## src/verilog/link_selftest_pkg.sv

```systemverilog
`default_nettype none
package link_selftest_pkg;
  // Word-aligned byte offsets of the register map
  localparam logic [11:0] CTRL_LO_OFS  = 12'h1a0;
  localparam logic [11:0] STORE_LO_OFS = 12'h1a4;
  localparam logic [11:0] MASK_LO_OFS  = 12'h1a8;
  localparam logic [11:0] RUN_OFS      = 12'h1b0;
  localparam logic [11:0] CTRL_HI_OFS  = 12'h2a0;
  localparam logic [11:0] STORE_HI_OFS = 12'h2a4;
  localparam logic [11:0] MASK_HI_OFS  = 12'h2a8;
  // Control field positions
  localparam int LOOP_LSB   = 26;
  localparam int CONST_LSB  = 21;
  localparam int CSET_BIT   = 20;
  localparam int TOG_LSB    = 13;
  localparam int PER_LSB    = 10;
  localparam int STORE_LSB  = 3;
  localparam int ORDER_LSB  = 0;
  // Run register bit positions
  localparam int RUN_START_BIT = 0;
  localparam int RUN_PORT_BIT  = 1;
  localparam int RUN_BUSY_BIT  = 8;
  // Values after reset
  localparam logic [31:0] CTRL_RST  = {6'h04, 5'h00, 1'b0, 7'h19, 3'h1, 7'h19, 3'h0};
  localparam logic [23:0] STORE_RST = 24'h02ccfd;
  localparam logic [9:0]  DMASK_RST = 10'h3ff;
  localparam logic [3:0]  TMASK_RST = 4'hf;
  // Periodic words of the toggle section
  localparam logic [23:0] TOG_P2  = 24'h555555;
  localparam logic [23:0] TOG_P4  = 24'h333333;
  localparam logic [23:0] TOG_P6  = 24'h1c71c7;
  localparam logic [23:0] TOG_P8  = 24'h0f0f0f;
  localparam logic [23:0] TOG_P12 = 24'h000fff;
  // Section kinds
  typedef enum logic [1:0] {SEC_STORE, SEC_TOGGLE, SEC_CONST} sect_t;
  // One beat of test payload toward the link
  typedef struct packed {
    logic [23:0] frame;        // One 24-bit count unit
    logic        secondFrame;  // High on second frame of a transfer
    logic [13:0] invertLanes;  // Lanes that send the pattern inverted
    sect_t       section;      // Section that made this frame
  } beat_t;
endpackage
`default_nettype wire

```

## src/verilog/link_selftest_pattern_gen.sv

```systemverilog
// Function
// - Overall loop count; zero sends nothing.
// - Constant repeat count; zero disables constant.
// - Constant section emits zeros or ones.
// - Toggle repeat count of 24-bit units.
// - Toggle period code picks periodic word.
// - Store repeat count; zero disables store.
// - Transfer is two frames, 24 bits each.
// - Order code picks one of six permutations.
// - Second store holds 24 bits, resets 02ccfd.
// - Ten data-lane masks, all set at reset.
// - Four test-lane masks, all set at reset.
// - Masked lanes send inverted pattern during run.
`timescale 1ns/100ps
`default_nettype none
module link_selftest_pattern_gen
  import link_selftest_pkg::*;
(
  input  wire logic                     ref_clk,
  input  wire logic                     reset_n,
  input  wire logic                     cyc_i,
  input  wire logic                     stb_i,
  input  wire logic                     we_i,
  input  wire logic [11:0]              adr_i,
  input  wire logic [3:0]               sel_i,
  input  wire logic [31:0]              dat_i,
  output logic      [31:0]              dat_o,
  output logic                          ack_o,
  output link_selftest_pkg::beat_t      outData,
  output logic                          outValid,
  input  wire logic                     outReady,
  output logic                          runActive
);
  import link_selftest_pkg::*;

  typedef enum logic [1:0] {ST_IDLE, ST_SEEK, ST_EMIT} state_t;

  // Byte-lane merge of a write into an old word
  function automatic logic [31:0] merge(input logic [31:0] old, input logic [31:0] nw,
                                        input logic [3:0] sel);
    merge = old;
    for (int i = 0; i < 4; i++) begin
      if (sel[i]) begin
        merge[8*i +: 8] = nw[8*i +: 8];
      end
    end
  endfunction

  // Section at a slot for a given order code
  function automatic sect_t order_sect(input logic [2:0] ord, input logic [1:0] slot);
    logic [5:0] seq;
    case (ord)
      3'h1:    seq = {SEC_STORE, SEC_CONST, SEC_TOGGLE};
      3'h2:    seq = {SEC_TOGGLE, SEC_STORE, SEC_CONST};
      3'h3:    seq = {SEC_TOGGLE, SEC_CONST, SEC_STORE};
      3'h4:    seq = {SEC_CONST, SEC_STORE, SEC_TOGGLE};
      3'h5:    seq = {SEC_CONST, SEC_TOGGLE, SEC_STORE};
      default: seq = {SEC_STORE, SEC_TOGGLE, SEC_CONST}; // Reserved codes act as 000
    endcase
    case (slot)
      2'h0:    order_sect = sect_t'(seq[5:4]);
      2'h1:    order_sect = sect_t'(seq[3:2]);
      default: order_sect = sect_t'(seq[1:0]);
    endcase
  endfunction

  // Periodic word for a toggle period code
  function automatic logic [23:0] toggle_word(input logic [2:0] code);
    case (code)
      3'h1:    toggle_word = TOG_P2;
      3'h2:    toggle_word = TOG_P4;
      3'h3:    toggle_word = TOG_P6;
      3'h4:    toggle_word = TOG_P8;
      3'h6:    toggle_word = TOG_P12;
      default: toggle_word = 24'h000000; // Undefined codes stay quiet
    endcase
  endfunction

  logic [31:0] ctrlQ [2];      // Generator control, per port
  logic [23:0] storeQ [2];     // Second pattern store, per port
  logic [13:0] maskQ [2];      // Test lanes over data lanes, per port
  logic        portSelQ;       // Port chosen for the next run
  logic        ackQ;           // Bus answer
  logic [31:0] datQ;           // Read data held with the answer
  state_t      stateQ;         // Sequencer state
  logic        runQ;           // Run in progress
  logic        portQ;          // Port latched at run start
  logic [5:0]  loopLeftQ;      // Passes still to go
  logic [1:0]  slotQ;          // Position in the section order
  logic [6:0]  repLeftQ;       // Units left in this section
  logic        frameHalfQ;     // Which frame of a transfer is next
  beat_t       outQ;           // Buffer head, drives the link side
  logic        outValidQ;      // Head holds a beat
  beat_t       skidQ;          // Second buffer entry
  logic        skidValidQ;     // Second entry holds a beat

  // Bus decode
  logic        wbReq;          // Request waiting for an answer
  logic        wrHit;          // Write taken at the answer edge
  logic [31:0] rdWord;         // Current value at the address
  logic [31:0] wrWord;         // Byte-merged write value
  logic        startPulse;     // Software start
  logic        startPort;      // Port named by the start write itself

  assign wbReq = cyc_i & stb_i & ~ackQ;
  assign wrHit = cyc_i & stb_i & we_i & ackQ;
  assign wrWord = merge(rdWord, dat_i, sel_i);
  assign startPulse = wrHit && (adr_i[11:2] == RUN_OFS[11:2]) && sel_i[0]
                      && dat_i[RUN_START_BIT];
  // Taken from the write, not the register, so one write can switch port and start
  assign startPort = wrWord[RUN_PORT_BIT];

  // Read view; reserved bits and unmapped words read as zero
  always_comb begin
    case (adr_i[11:2])
      CTRL_LO_OFS[11:2]:  rdWord = ctrlQ[0];
      CTRL_HI_OFS[11:2]:  rdWord = ctrlQ[1];
      STORE_LO_OFS[11:2]: rdWord = {8'h00, storeQ[0]};
      STORE_HI_OFS[11:2]: rdWord = {8'h00, storeQ[1]};
      MASK_LO_OFS[11:2]:  rdWord = {18'h00000, maskQ[0]};
      MASK_HI_OFS[11:2]:  rdWord = {18'h00000, maskQ[1]};
      RUN_OFS[11:2]:      rdWord = {23'h000000, runQ, 6'h00, portSelQ, 1'b0};
      default:            rdWord = 32'h00000000;
    endcase
  end

  // Answer every request after one cycle, mapped or not
  always_ff @(posedge ref_clk or negedge reset_n) begin
    if (!reset_n) begin
      ackQ <= 1'b0;
      datQ <= 32'h00000000;
    end else begin
      ackQ <= wbReq;
      if (wbReq) begin
        datQ <= rdWord;
      end
    end
  end
  assign ack_o = ackQ;
  assign dat_o = datQ;

  // Register writes land on the edge the master sees the answer
  always_ff @(posedge ref_clk or negedge reset_n) begin
    if (!reset_n) begin
      ctrlQ[0]  <= CTRL_RST;
      ctrlQ[1]  <= CTRL_RST;
      storeQ[0] <= STORE_RST;
      storeQ[1] <= STORE_RST;
      maskQ[0]  <= {TMASK_RST, DMASK_RST};
      maskQ[1]  <= {TMASK_RST, DMASK_RST};
      portSelQ  <= 1'b0;
    end else if (wrHit) begin
      case (adr_i[11:2])
        CTRL_LO_OFS[11:2]:  ctrlQ[0] <= wrWord;
        CTRL_HI_OFS[11:2]:  ctrlQ[1] <= wrWord;
        STORE_LO_OFS[11:2]: storeQ[0] <= wrWord[23:0];
        STORE_HI_OFS[11:2]: storeQ[1] <= wrWord[23:0];
        MASK_LO_OFS[11:2]:  maskQ[0] <= wrWord[13:0];
        MASK_HI_OFS[11:2]:  maskQ[1] <= wrWord[13:0];
        RUN_OFS[11:2]:      portSelQ <= wrWord[RUN_PORT_BIT];
        default:            ;
      endcase
    end
  end

  // Live view of the running port's fields; edits during a run take effect at once, but the loop count is latched at start and a section count at its seek
  logic [31:0] cfg;            // Control of the active port
  sect_t       sect;           // Section at the current slot
  logic [6:0]  secCount;       // Repeat count of that section
  logic        pushReady;      // Buffer can take a beat
  logic        push;           // Beat enters the buffer
  beat_t       pushData;       // Beat being offered
  logic        advance;        // Leave the current section
  logic        lastStep;       // Advance ends the run

  assign cfg = ctrlQ[portQ];
  assign sect = order_sect(cfg[ORDER_LSB +: 3], slotQ);

  // Repeat count per section, widened to seven bits
  always_comb begin
    case (sect)
      SEC_STORE:  secCount = cfg[STORE_LSB +: 7];
      SEC_TOGGLE: secCount = cfg[TOG_LSB +: 7];
      SEC_CONST:  secCount = {2'b00, cfg[CONST_LSB +: 5]};
      default:    secCount = 7'h00;
    endcase
  end

  // Frame content of the current section
  always_comb begin
    pushData.secondFrame = frameHalfQ;
    pushData.invertLanes = maskQ[portQ];
    pushData.section     = sect;
    case (sect)
      SEC_STORE:  pushData.frame = storeQ[portQ];
      SEC_TOGGLE: pushData.frame = toggle_word(cfg[PER_LSB +: 3]);
      SEC_CONST:  pushData.frame = {24{cfg[CSET_BIT]}};
      default:    pushData.frame = 24'h000000;
    endcase
  end

  assign pushReady = ~skidValidQ;
  assign push = (stateQ == ST_EMIT) && pushReady;
  // Empty sections pass straight on in the seek cycle
  assign advance = ((stateQ == ST_SEEK) && (secCount == 7'h00))
                   || (push && (repLeftQ == 7'h01));
  assign lastStep = (slotQ == 2'h2) && (loopLeftQ == 6'h01);

  // Sequencer over loops, slots and repeats
  always_ff @(posedge ref_clk or negedge reset_n) begin
    if (!reset_n) begin
      stateQ     <= ST_IDLE;
      runQ       <= 1'b0;
      portQ      <= 1'b0;
      loopLeftQ  <= 6'h00;
      slotQ      <= 2'h0;
      repLeftQ   <= 7'h00;
      frameHalfQ <= 1'b0;
    end else begin
      if (push) begin
        frameHalfQ <= ~frameHalfQ;
      end
      if (advance) begin
        if (lastStep) begin
          stateQ <= ST_IDLE;
          runQ   <= 1'b0;
        end else if (slotQ == 2'h2) begin
          loopLeftQ <= loopLeftQ - 6'h01;
          slotQ     <= 2'h0;
          stateQ    <= ST_SEEK;
        end else begin
          slotQ  <= slotQ + 2'h1;
          stateQ <= ST_SEEK;
        end
      end else begin
        case (stateQ)
          ST_IDLE: begin
            // A zero loop count leaves the payload empty
            if (startPulse && (ctrlQ[startPort][LOOP_LSB +: 6] != 6'h00)) begin
              portQ      <= startPort;
              loopLeftQ  <= ctrlQ[startPort][LOOP_LSB +: 6];
              slotQ      <= 2'h0;
              frameHalfQ <= 1'b0;
              runQ       <= 1'b1;
              stateQ     <= ST_SEEK;
            end
          end
          ST_SEEK: begin
            repLeftQ <= secCount;
            stateQ   <= ST_EMIT;
          end
          ST_EMIT: begin
            if (push) begin
              repLeftQ <= repLeftQ - 7'h01;
            end
          end
          default: stateQ <= ST_IDLE;
        endcase
      end
    end
  end
  assign runActive = runQ;

  // Two-entry buffer: the skid entry catches a beat when the link stalls
  always_ff @(posedge ref_clk or negedge reset_n) begin
    if (!reset_n) begin
      outQ       <= '0;
      outValidQ  <= 1'b0;
      skidQ      <= '0;
      skidValidQ <= 1'b0;
    end else if (outReady || !outValidQ) begin
      if (skidValidQ) begin
        outQ       <= skidQ;
        outValidQ  <= 1'b1;
        skidValidQ <= 1'b0;
      end else begin
        outQ      <= pushData;
        outValidQ <= push;
      end
    end else if (push) begin
      skidQ      <= pushData;
      skidValidQ <= 1'b1;
    end
  end
  assign outData  = outQ;
  assign outValid = outValidQ;

  // Helper: beats pushed in the current section
  logic [6:0] secPushes;       // Count of beats this section
  logic [6:0] secTarget;       // Count loaded at seek
  always_ff @(posedge ref_clk or negedge reset_n) begin
    if (!reset_n) begin
      secPushes <= 7'h00;
      secTarget <= 7'h00;
    end else if (stateQ == ST_SEEK) begin
      secPushes <= 7'h00;
      secTarget <= secCount;
    end else if (push) begin
      secPushes <= secPushes + 7'h01;
    end
  end
endmodule // link_selftest_pattern_gen
`default_nettype wire

```

## config.mk

```make
export PLATFORM = sky130hd
export DESIGN_NAME = link_selftest_pattern_gen
export DESIGN_NICKNAME = d
export VERILOG_FILES = /design/src/verilog/link_selftest_pkg.sv /design/src/verilog/link_selftest_pattern_gen.sv
export SDC_FILE = /design/constraint.sdc
export NUM_CORES = 1
export LEC_CHECK = 0
export ABC_AREA = 1
export BUFFER_PORTS_ARGS = -buffer_cell sky130_fd_sc_hd__buf_2
export CORE_MARGIN = 2
export CORE_UTILIZATION = 45
export DETAILED_ROUTE_END_ITERATION = 12
export SYNTH_ARGS = -nofsm -noshare
export SYNTH_HDL_FRONTEND = slang
export SYNTH_SLANG_ARGS = --single-unit
export TNS_END_PERCENT = 20
```

## constraint.sdc

```tcl
create_clock -name ref_clk -period 5.05 [get_ports ref_clk]
set_input_delay 0.505 -clock ref_clk [delete_from_list [all_inputs] [get_ports ref_clk]]
set_output_delay 0.505 -clock ref_clk [all_outputs]
set_load 0.1 [all_outputs]
```

==> flow_summary.ini, run 1 <==
[status]
outcome = finished clean

[placement]
placed_cell_area_sq_um = 14800
place_congestion = 0.9300
pre_cts_ws_ns = 1.664
place_hpwl_um = 27660
place_inst = 2240
io_buffers = 127

[timing]
fin_worst_skew_ns = 0.01952
finalWorstSetupSlack_ns = 1.755
fin_crit_ns = 3.295
slew_viol_final = 0
setup_violations = 0
fin_setup_tns_ns = 0
fmaxAchievable_mhz = 303.5
tightest_slew_ns = 1.221
relSlewSlack_pct = 16.51
period_share_pct = 65.25
rsz0062_at_grt = no
hold_viol_final = 0

[final_layout]
fill_cells = 3035
final_layout_size_suffix_gt1_share_pct = 15.99
antenna_cells_inserted = 0
stdcell_count = 2297
finalInstanceArea_sq_um = 15780
syn2layout_area_growth_pct = 13.90
nNetsFinal = 1935

[logic_synthesis]
synthArstFlopShare_pct = 100.0
synth_fp_nets = 1848
seq_area_frac_synth_pct = 50.84
synth_edf_count = 0
netlist.area_leader.share_pct = 37.94
synth_top_family_by_area = simple AND/OR/NAND/NOR gates
synth_mux_area_share_pct = 0.07227
synth_compound_gate_area_share_pct = 17.83
yosys_warnings = 0
synth_area_leader_cell = dfrtp_1
yosys-top-cells-count = 600 x nand2_1, 328 x o21ai_0, 210 x dfrtp_1, 127 x inv_1, 114 x nor2_1
synth_cells = 1790
synth.most_common_cell = nand2_1
synth.area.top_cells = dfrtp_1 38%, nand2_1 16%, dfstp_2 13%
post_synth_num_cell_types = 45
ys_ff_latch = 278
synth-main-ff-cell = dfrtp_1
avgSynthCellArea_sq_um = 7.738
syn-cell-area_sq_um = 13850
synth-simple-area-share_pct = 23.98
synth_fa_ha_area_share_pct = 0.3613
synth_xor_area_share_pct = 0.4426

[detailed_routing]
vias_per_cell = 5.298
drc_errors = 0
drtAntennaViolNets = 0
drt_pass1_iterations = 5
wire_per_inst_um = 17.36
drt_wl_total_um = 39880
vias = 12170
drtIter0Drc = 1037

[cts]
cts_buffer_depth = 3
clockRootBuffer = clkbuf_16
worst_skew_pair.late_latency_ns = 0.56
cts_max_level = 1
cts_resized = 0
cts_buffers = 30
holdBufCountCts = 1
cts_tree = yes
cts_setup_buffers = 0
cts.sinks = 278
clk_pin_slew_worst_paths_ns = 0.07

[grt]
grt_max_degree = 130
gr-total-overflow = 0
grt_pass1_wl_um = 64020
antenna_found_initial = 0
track_usage_pct = 24.67
grt_pass1_vias = 11430

[setup_path]
path_cells = inv_6 -> nand2_2 -> nand2_4 -> nor2_1 -> nor2_1 -> nand2_2 -> nand3_4 -> nand2_1 -> nand2_1 -> nor2_1 -> nand3_1 -> o21ai_4 -> inv_2 -> nand2_2 -> nand3_2 -> nand2_1 -> nand2_1
worstSetupPathType = reg -> reg
cp_max_fo = 29
end_kind = register
crit_path_max_incr_delay_ns = 0.79
crit_top_cell = nand2_1
cp_num_buf_inv = 2
critPathTopFamily = simple AND/OR/NAND/NOR gates
worstPathRequired_ns = 5.49
cpMaxStageDelayCell = dfrtp_2
worstPathArrival_ns = 3.73
start_kind = register

[power]
clkPwrFrac_pct = 47.6
p_int_mw = 3.555
p_per_area_nw_per_um2 = 289.8
p_leak_nw = 7.324
power.share.combinational_pct = 3.3
swShare_pct = 22.25
switchingPower_mw = 1.018
sequentialPowerShare_pct = 49.1
ir_worst_vdd_v = 0.0002986

[die]
start_util_pct = 45.52
core_sq_um = 30430
row_count = 64
die_area_sq_um = 32200
die_h_um = 179.4
die_x_um = 179.4
ioPinCount = 130

[job]
cap_violations = 0

[worst_hold_path]
hp-class = in -> reg
## path summary, 6_finish.rpt
kind	end	slack, ns	depth (start not counted)	from
max in group asynchronous	outData[18]$_DFFE_PN0N_	3.26	3	reset_n
min	ack_o$_DFF_PN0_	0.25	3	stb_i
max reg2reg	slotQ[1]$_DFFE_PN0P_	1.76	17	portQ$_DFFE_PN0P_
min in group asynchronous	outData[7]$_DFFE_PN0N_	0.56	2	reset_n
min reg2reg	skidQ[6]$_DFFE_PN0P_	0.47	2	skidQ[6]$_DFFE_PN0P_
max	slotQ[1]$_DFFE_PN0P_	1.76	17	portQ$_DFFE_PN0P_
## cell usage in the layout, fill, tap and decap left out, drive strengths merged, types with 15 or more instances in the layout
cell type	netlist	layout
o21ai	333	333
dfstp	68	68
clkbuf	69	52
a31oi	16	16
nand2	618	618
a221oi	15	15
nand3	56	56
dfrtp	210	210
nor2	124	124
buf	21	144
inv	134	134
a21oi	53	53
## stage by stage
step | power (mW) | util (%) | hold slack (ns)
finish | 4.573 | 51.85 | 0.2496
CTS | 4.609 | 51.85 | 0.2285
floorplan | 2.346 | - | 0.2094
global route | 4.719 | 51.85 | 0.2752
detailed placement | 2.437 | 48.63 | 0.4585
global placement | 2.435 | 48.63 | 0.4529
## worst reg2reg max path: stages (launching register included)
cell	delay [ns]
dfrtp_2	0.79
inv_6	0.24
nand2_2	0.15
nand2_4	0.07
nor2_1	0.14
nor2_1	0.06
nand2_2	0.08
nand3_4	0.20
nand2_1	0.14
nand2_1	0.06
nor2_1	0.35
nand3_1	0.20
o21ai_4	0.29
inv_2	0.11
nand2_2	0.08
nand3_2	0.09
nand2_1	0.07
nand2_1	0.05
## power by group through the flow
stage                     clock network [mW]  registers (mW)  logic (mW)
final                                   2.18            2.25       0.150
after global routing                    2.30            2.25       0.171
after CTS                               2.21            2.25       0.153
after detailed placement                   0            2.28       0.152
after global placement                     0            2.28       0.151
after floorplan                            0            2.30      0.0482
## routing by layer
layer,global-route usage (%),wire (um),up-vias
met5,0,0,-
met4,6.439,1106,0
met3,3.079,2285,60
met2,36.70,16990,354
met1,38.06,19500,5741
li1,-,-,6015
## flip-flops by register name (all words and copies together), names as in the netlist, 2 cells and up
register and count:
ctrlQ 64, outData 41, repLeftQ 7, stateQ 2
skidQ 41, dat_o 32, loopLeftQ 6, slotQ 2
maskQ 28, storeQ 48
## cells by family after synthesis
family	after synthesis
AND/OR/NAND/NOR	820
XOR/XNOR	7
AO/OA/AOI/OAI	451
flip-flops	278
multiplexers	1
buffers and inverters	229
adder cells (fa/ha/maj)	4
## layout make-up
type                    count  area (sq um)  share of cell area (%)
multi-input cells        1283          5933                   37.61
inverters                 139         526.8                   3.339
flip-flops and latches    278          7043                   44.64
repair buffers            145         808.3                   5.123
clock buffers              52         924.6                   5.861
well taps                 396         495.5                   3.141
clock inverters             4         45.04                  0.2855
No activity file was read; power rests on OpenSTA's default activity.
==> run 2: changes to the inputs <==
Settings changed: ABC_AREA 1 to 0, PLACE_DENSITY from default to 0.66.
Clock period 5.05 ns to 3 ns, I/O delays scaled along.
==> run 2 against run 1 <==
Against the previous run: the flow now finishes with violations (setup timing); clock-buffer cell count fell by 4; routed wire length decreased by 5.6%; first-iteration DRC count shrank 6.0%; final cell count is 16% lower; final area increased by 5.3%; setup slack lost 1.8 ns; hold slack got worse by 0.15 ns; clock skew fell by 0.0061 ns; synthesized cell count down 25%; synthesized area down 0.55%; critical path depth fell by 9; largest cell class unchanged.
==> flow_summary.ini, run 2 <==
[die]
die_area_sq_um = 32020
die_h_um = 179.0
core_sq_um = 30350
start_util_pct = 45.39
die_x_um = 179.0
row_count = 64
ioPinCount = 130

[logic_synthesis]
synth_edf_count = 0
yosys_warnings = 0
synth_mux_area_share_pct = 16.42
synth_cells = 1339
netlist.area_leader.share_pct = 38.15
yosys-top-cells-count = 210 x dfrtp_1, 176 x nand2_1, 162 x o21ai_0, 109 x mux2_2, 102 x mux2i_1
synth_fa_ha_area_share_pct = 0.3633
synth_xor_area_share_pct = 0.3179
synth-simple-area-share_pct = 12.16
syn-cell-area_sq_um = 13770
synthArstFlopShare_pct = 100.0
synth.most_common_cell = dfrtp_1
post_synth_num_cell_types = 75
synth.area.top_cells = dfrtp_1 38%, dfstp_2 13%, mux2_2 8.9%
synth-main-ff-cell = dfrtp_1
ys_ff_latch = 278
avgSynthCellArea_sq_um = 10.29
synth_fp_nets = 1397
synth_compound_gate_area_share_pct = 16.10
synth_area_leader_cell = dfrtp_1
seq_area_frac_synth_pct = 51.12
synth_top_family_by_area = multiplexers

[setup_path]
worstSetupPathType = reg -> reg
worstPathArrival_ns = 3.47
startpoint = portQ$_DFFE_PN0P_
end_kind = register
worstPathRequired_ns = 3.45
worstReg2RegStart = portQ$_DFFE_PN0P_
start_kind = register
cp_max_fo = 13

[timing]
setup_violations = 1
relSlewSlack_pct = 31.39
period_share_pct = 100.6
fin_crit_ns = 3.019
tightest_slew_ns = 1.029
finalWorstSetupSlack_ns = -0.01867
rsz0062_at_grt = yes
hold_viol_final = 0
fin_setup_tns_ns = -0.01867
fin_worst_skew_ns = 0.01342
hold_slack_ns = 0.09984
slew_viol_final = 0
fmaxAchievable_mhz = 331.3

[grt]
track_usage_pct = 23.58
antenna_found_initial = 1
grt_max_degree = 85
grt_pass1_vias = 10340
grt_pass1_wl_um = 58480
gr-total-overflow = 0

[placement]
place_hpwl_um = 26270
place_inst = 1865
place_congestion = 0.8781
io_buffers = 127
placed_cell_area_sq_um = 15380

[final_layout]
final_cell_mix = 205 x dfrtp_1, 176 x nand2_1, 156 x o21ai_0, 126 x buf_2, 109 x mux2_2
fill_cells = 2684
antenna_cells_inserted = 0
nNetsFinal = 1569
final_common_cell = dfrtp_1
stdcell_count = 1930
syn2layout_area_growth_pct = 20.58
final_layout_size_suffix_gt1_share_pct = 32.33
regMostFlops = ctrlQ
reg_top3 = ctrlQ x64, storeQ x48
largest_reg_flops = 64
finalInstanceArea_sq_um = 16610

[power]
p_leak_nw = 7.841
p_per_area_nw_per_um2 = 454.6
ir_worst_vdd_v = 0.0004482

[detailed_routing]
vias_per_cell = 5.623
drtIter0Drc = 975
wire_per_inst_um = 19.50
drt_pass1_iterations = 5
drt_wl_total_um = 37640
drtAntennaViolNets = 0
vias = 10850
drc_errors = 0

[worst_hold_path]
hold_start = dat_i[28]
hp-class = in -> reg

[cts]
cts_buffers = 30
cts_tree = yes
cts_max_level = 1
clk_pin_slew_worst_paths_ns = 0.06
cts.sinks = 278
worst_skew_pair.late_latency_ns = 0.57
clockRootBuffer = clkbuf_16
cts_buffer_depth = 3

[status]
violations = setup timing
outcome = finished with violations

[job]
cap_violations = 0
==> run 2: logic make-up (layout without fill, tap and decap cells) <==
group	Yosys count	in the layout
compound gates	352	352
xor+xnor	5	5
fa+ha+maj	4	4
buf+inv	115	310
flops	278	278
mux	212	212
simple gates	373	373
==> run 2: path summary, 6_finish.rpt <==
| kind | endpoint | slack [ns] | cells after the start |
|---|---|---|---|
| worst max-delay path | loopLeftQ[4]$_DFFE_PN0P_ | -0.02 | 8 |
| worst min-delay path | ctrlQ[60]$_DFFE_PN1P_ | 0.1 | 4 |
| worst max register to register | loopLeftQ[4]$_DFFE_PN0P_ | -0.02 | 8 |
| worst min register to register | skidQ[0]$_DFFE_PN0P_ | 0.47 | 2 |
| max in group asynchronous | storeQ[17]$_DFFE_PN1P_ | 1.73 | 3 |
| min in group asynchronous | outData[17]$_DFFE_PN0N_ | 0.31 | 2 |
==> run 2: worst max-delay path, cell delays in order, from the launching register on <==
cell,delay [ns]
dfrtp_4,0.45
buf_4,0.23
buf_12,0.18
mux2i_1,0.50
o221ai_4,0.21
or4_4,0.56
o41a_1,0.40
mux2i_1,0.12
or2_1,0.23
==> run 2: cell type report <==
cell class / instances / area, sq um / share of cell area [%]
timing repair buffer: 227 / 1619 / 9.748
multi-input combinational: 946 / 6419 / 38.64
clock buffer: 48 / 868.3 / 5.228
inverter: 28 / 105.1 / 0.6328
tap: 396 / 495.5 / 2.983
sequential: 278 / 7051 / 42.45
clock inverter: 7 / 52.55 / 0.3164
==> run 2: where the power goes <==
part,total [mW],internal (mW),switching [mW]
Combinational,0.282,0.0844,0.198
Clock,3.50,1.98,1.52
Sequential,3.77,3.76,0.00816
Total,7.55,5.83,1.73
==> run 2: stage by stage <==
step	setup WS (ns)	power [mW]	utilization [%]
after global placement	-0.03710	4.118	50.68
final	-0.01867	7.551	54.73
after floorplan	0.09350	3.954	-
after global routing	-0.1231	7.804	54.73
after detailed placement	-0.1035	4.122	50.68
after CTS	0.02032	7.614	53.85
==> run 2: layer usage <==
layer  GRT usage [%]  share of wire (%)  vias to the layer above
met2           36.19                 45                      315
met5               0              0.024                        -
li1                -                  -                     5145
met4           7.080                3.1                        2
met3           4.220                6.1                       77
met1           34.04                 46                     5314
==> run 2: what timing repair did <==
item	4_1_cts	5_1_grt
gates cloned	0	1
pin swaps	0	6
setup buffers	0	8
endpoints found under the hold margin	68	0
hold buffers	1	0
endpoints found under the setup margin	7	8
resized for setup	8	41
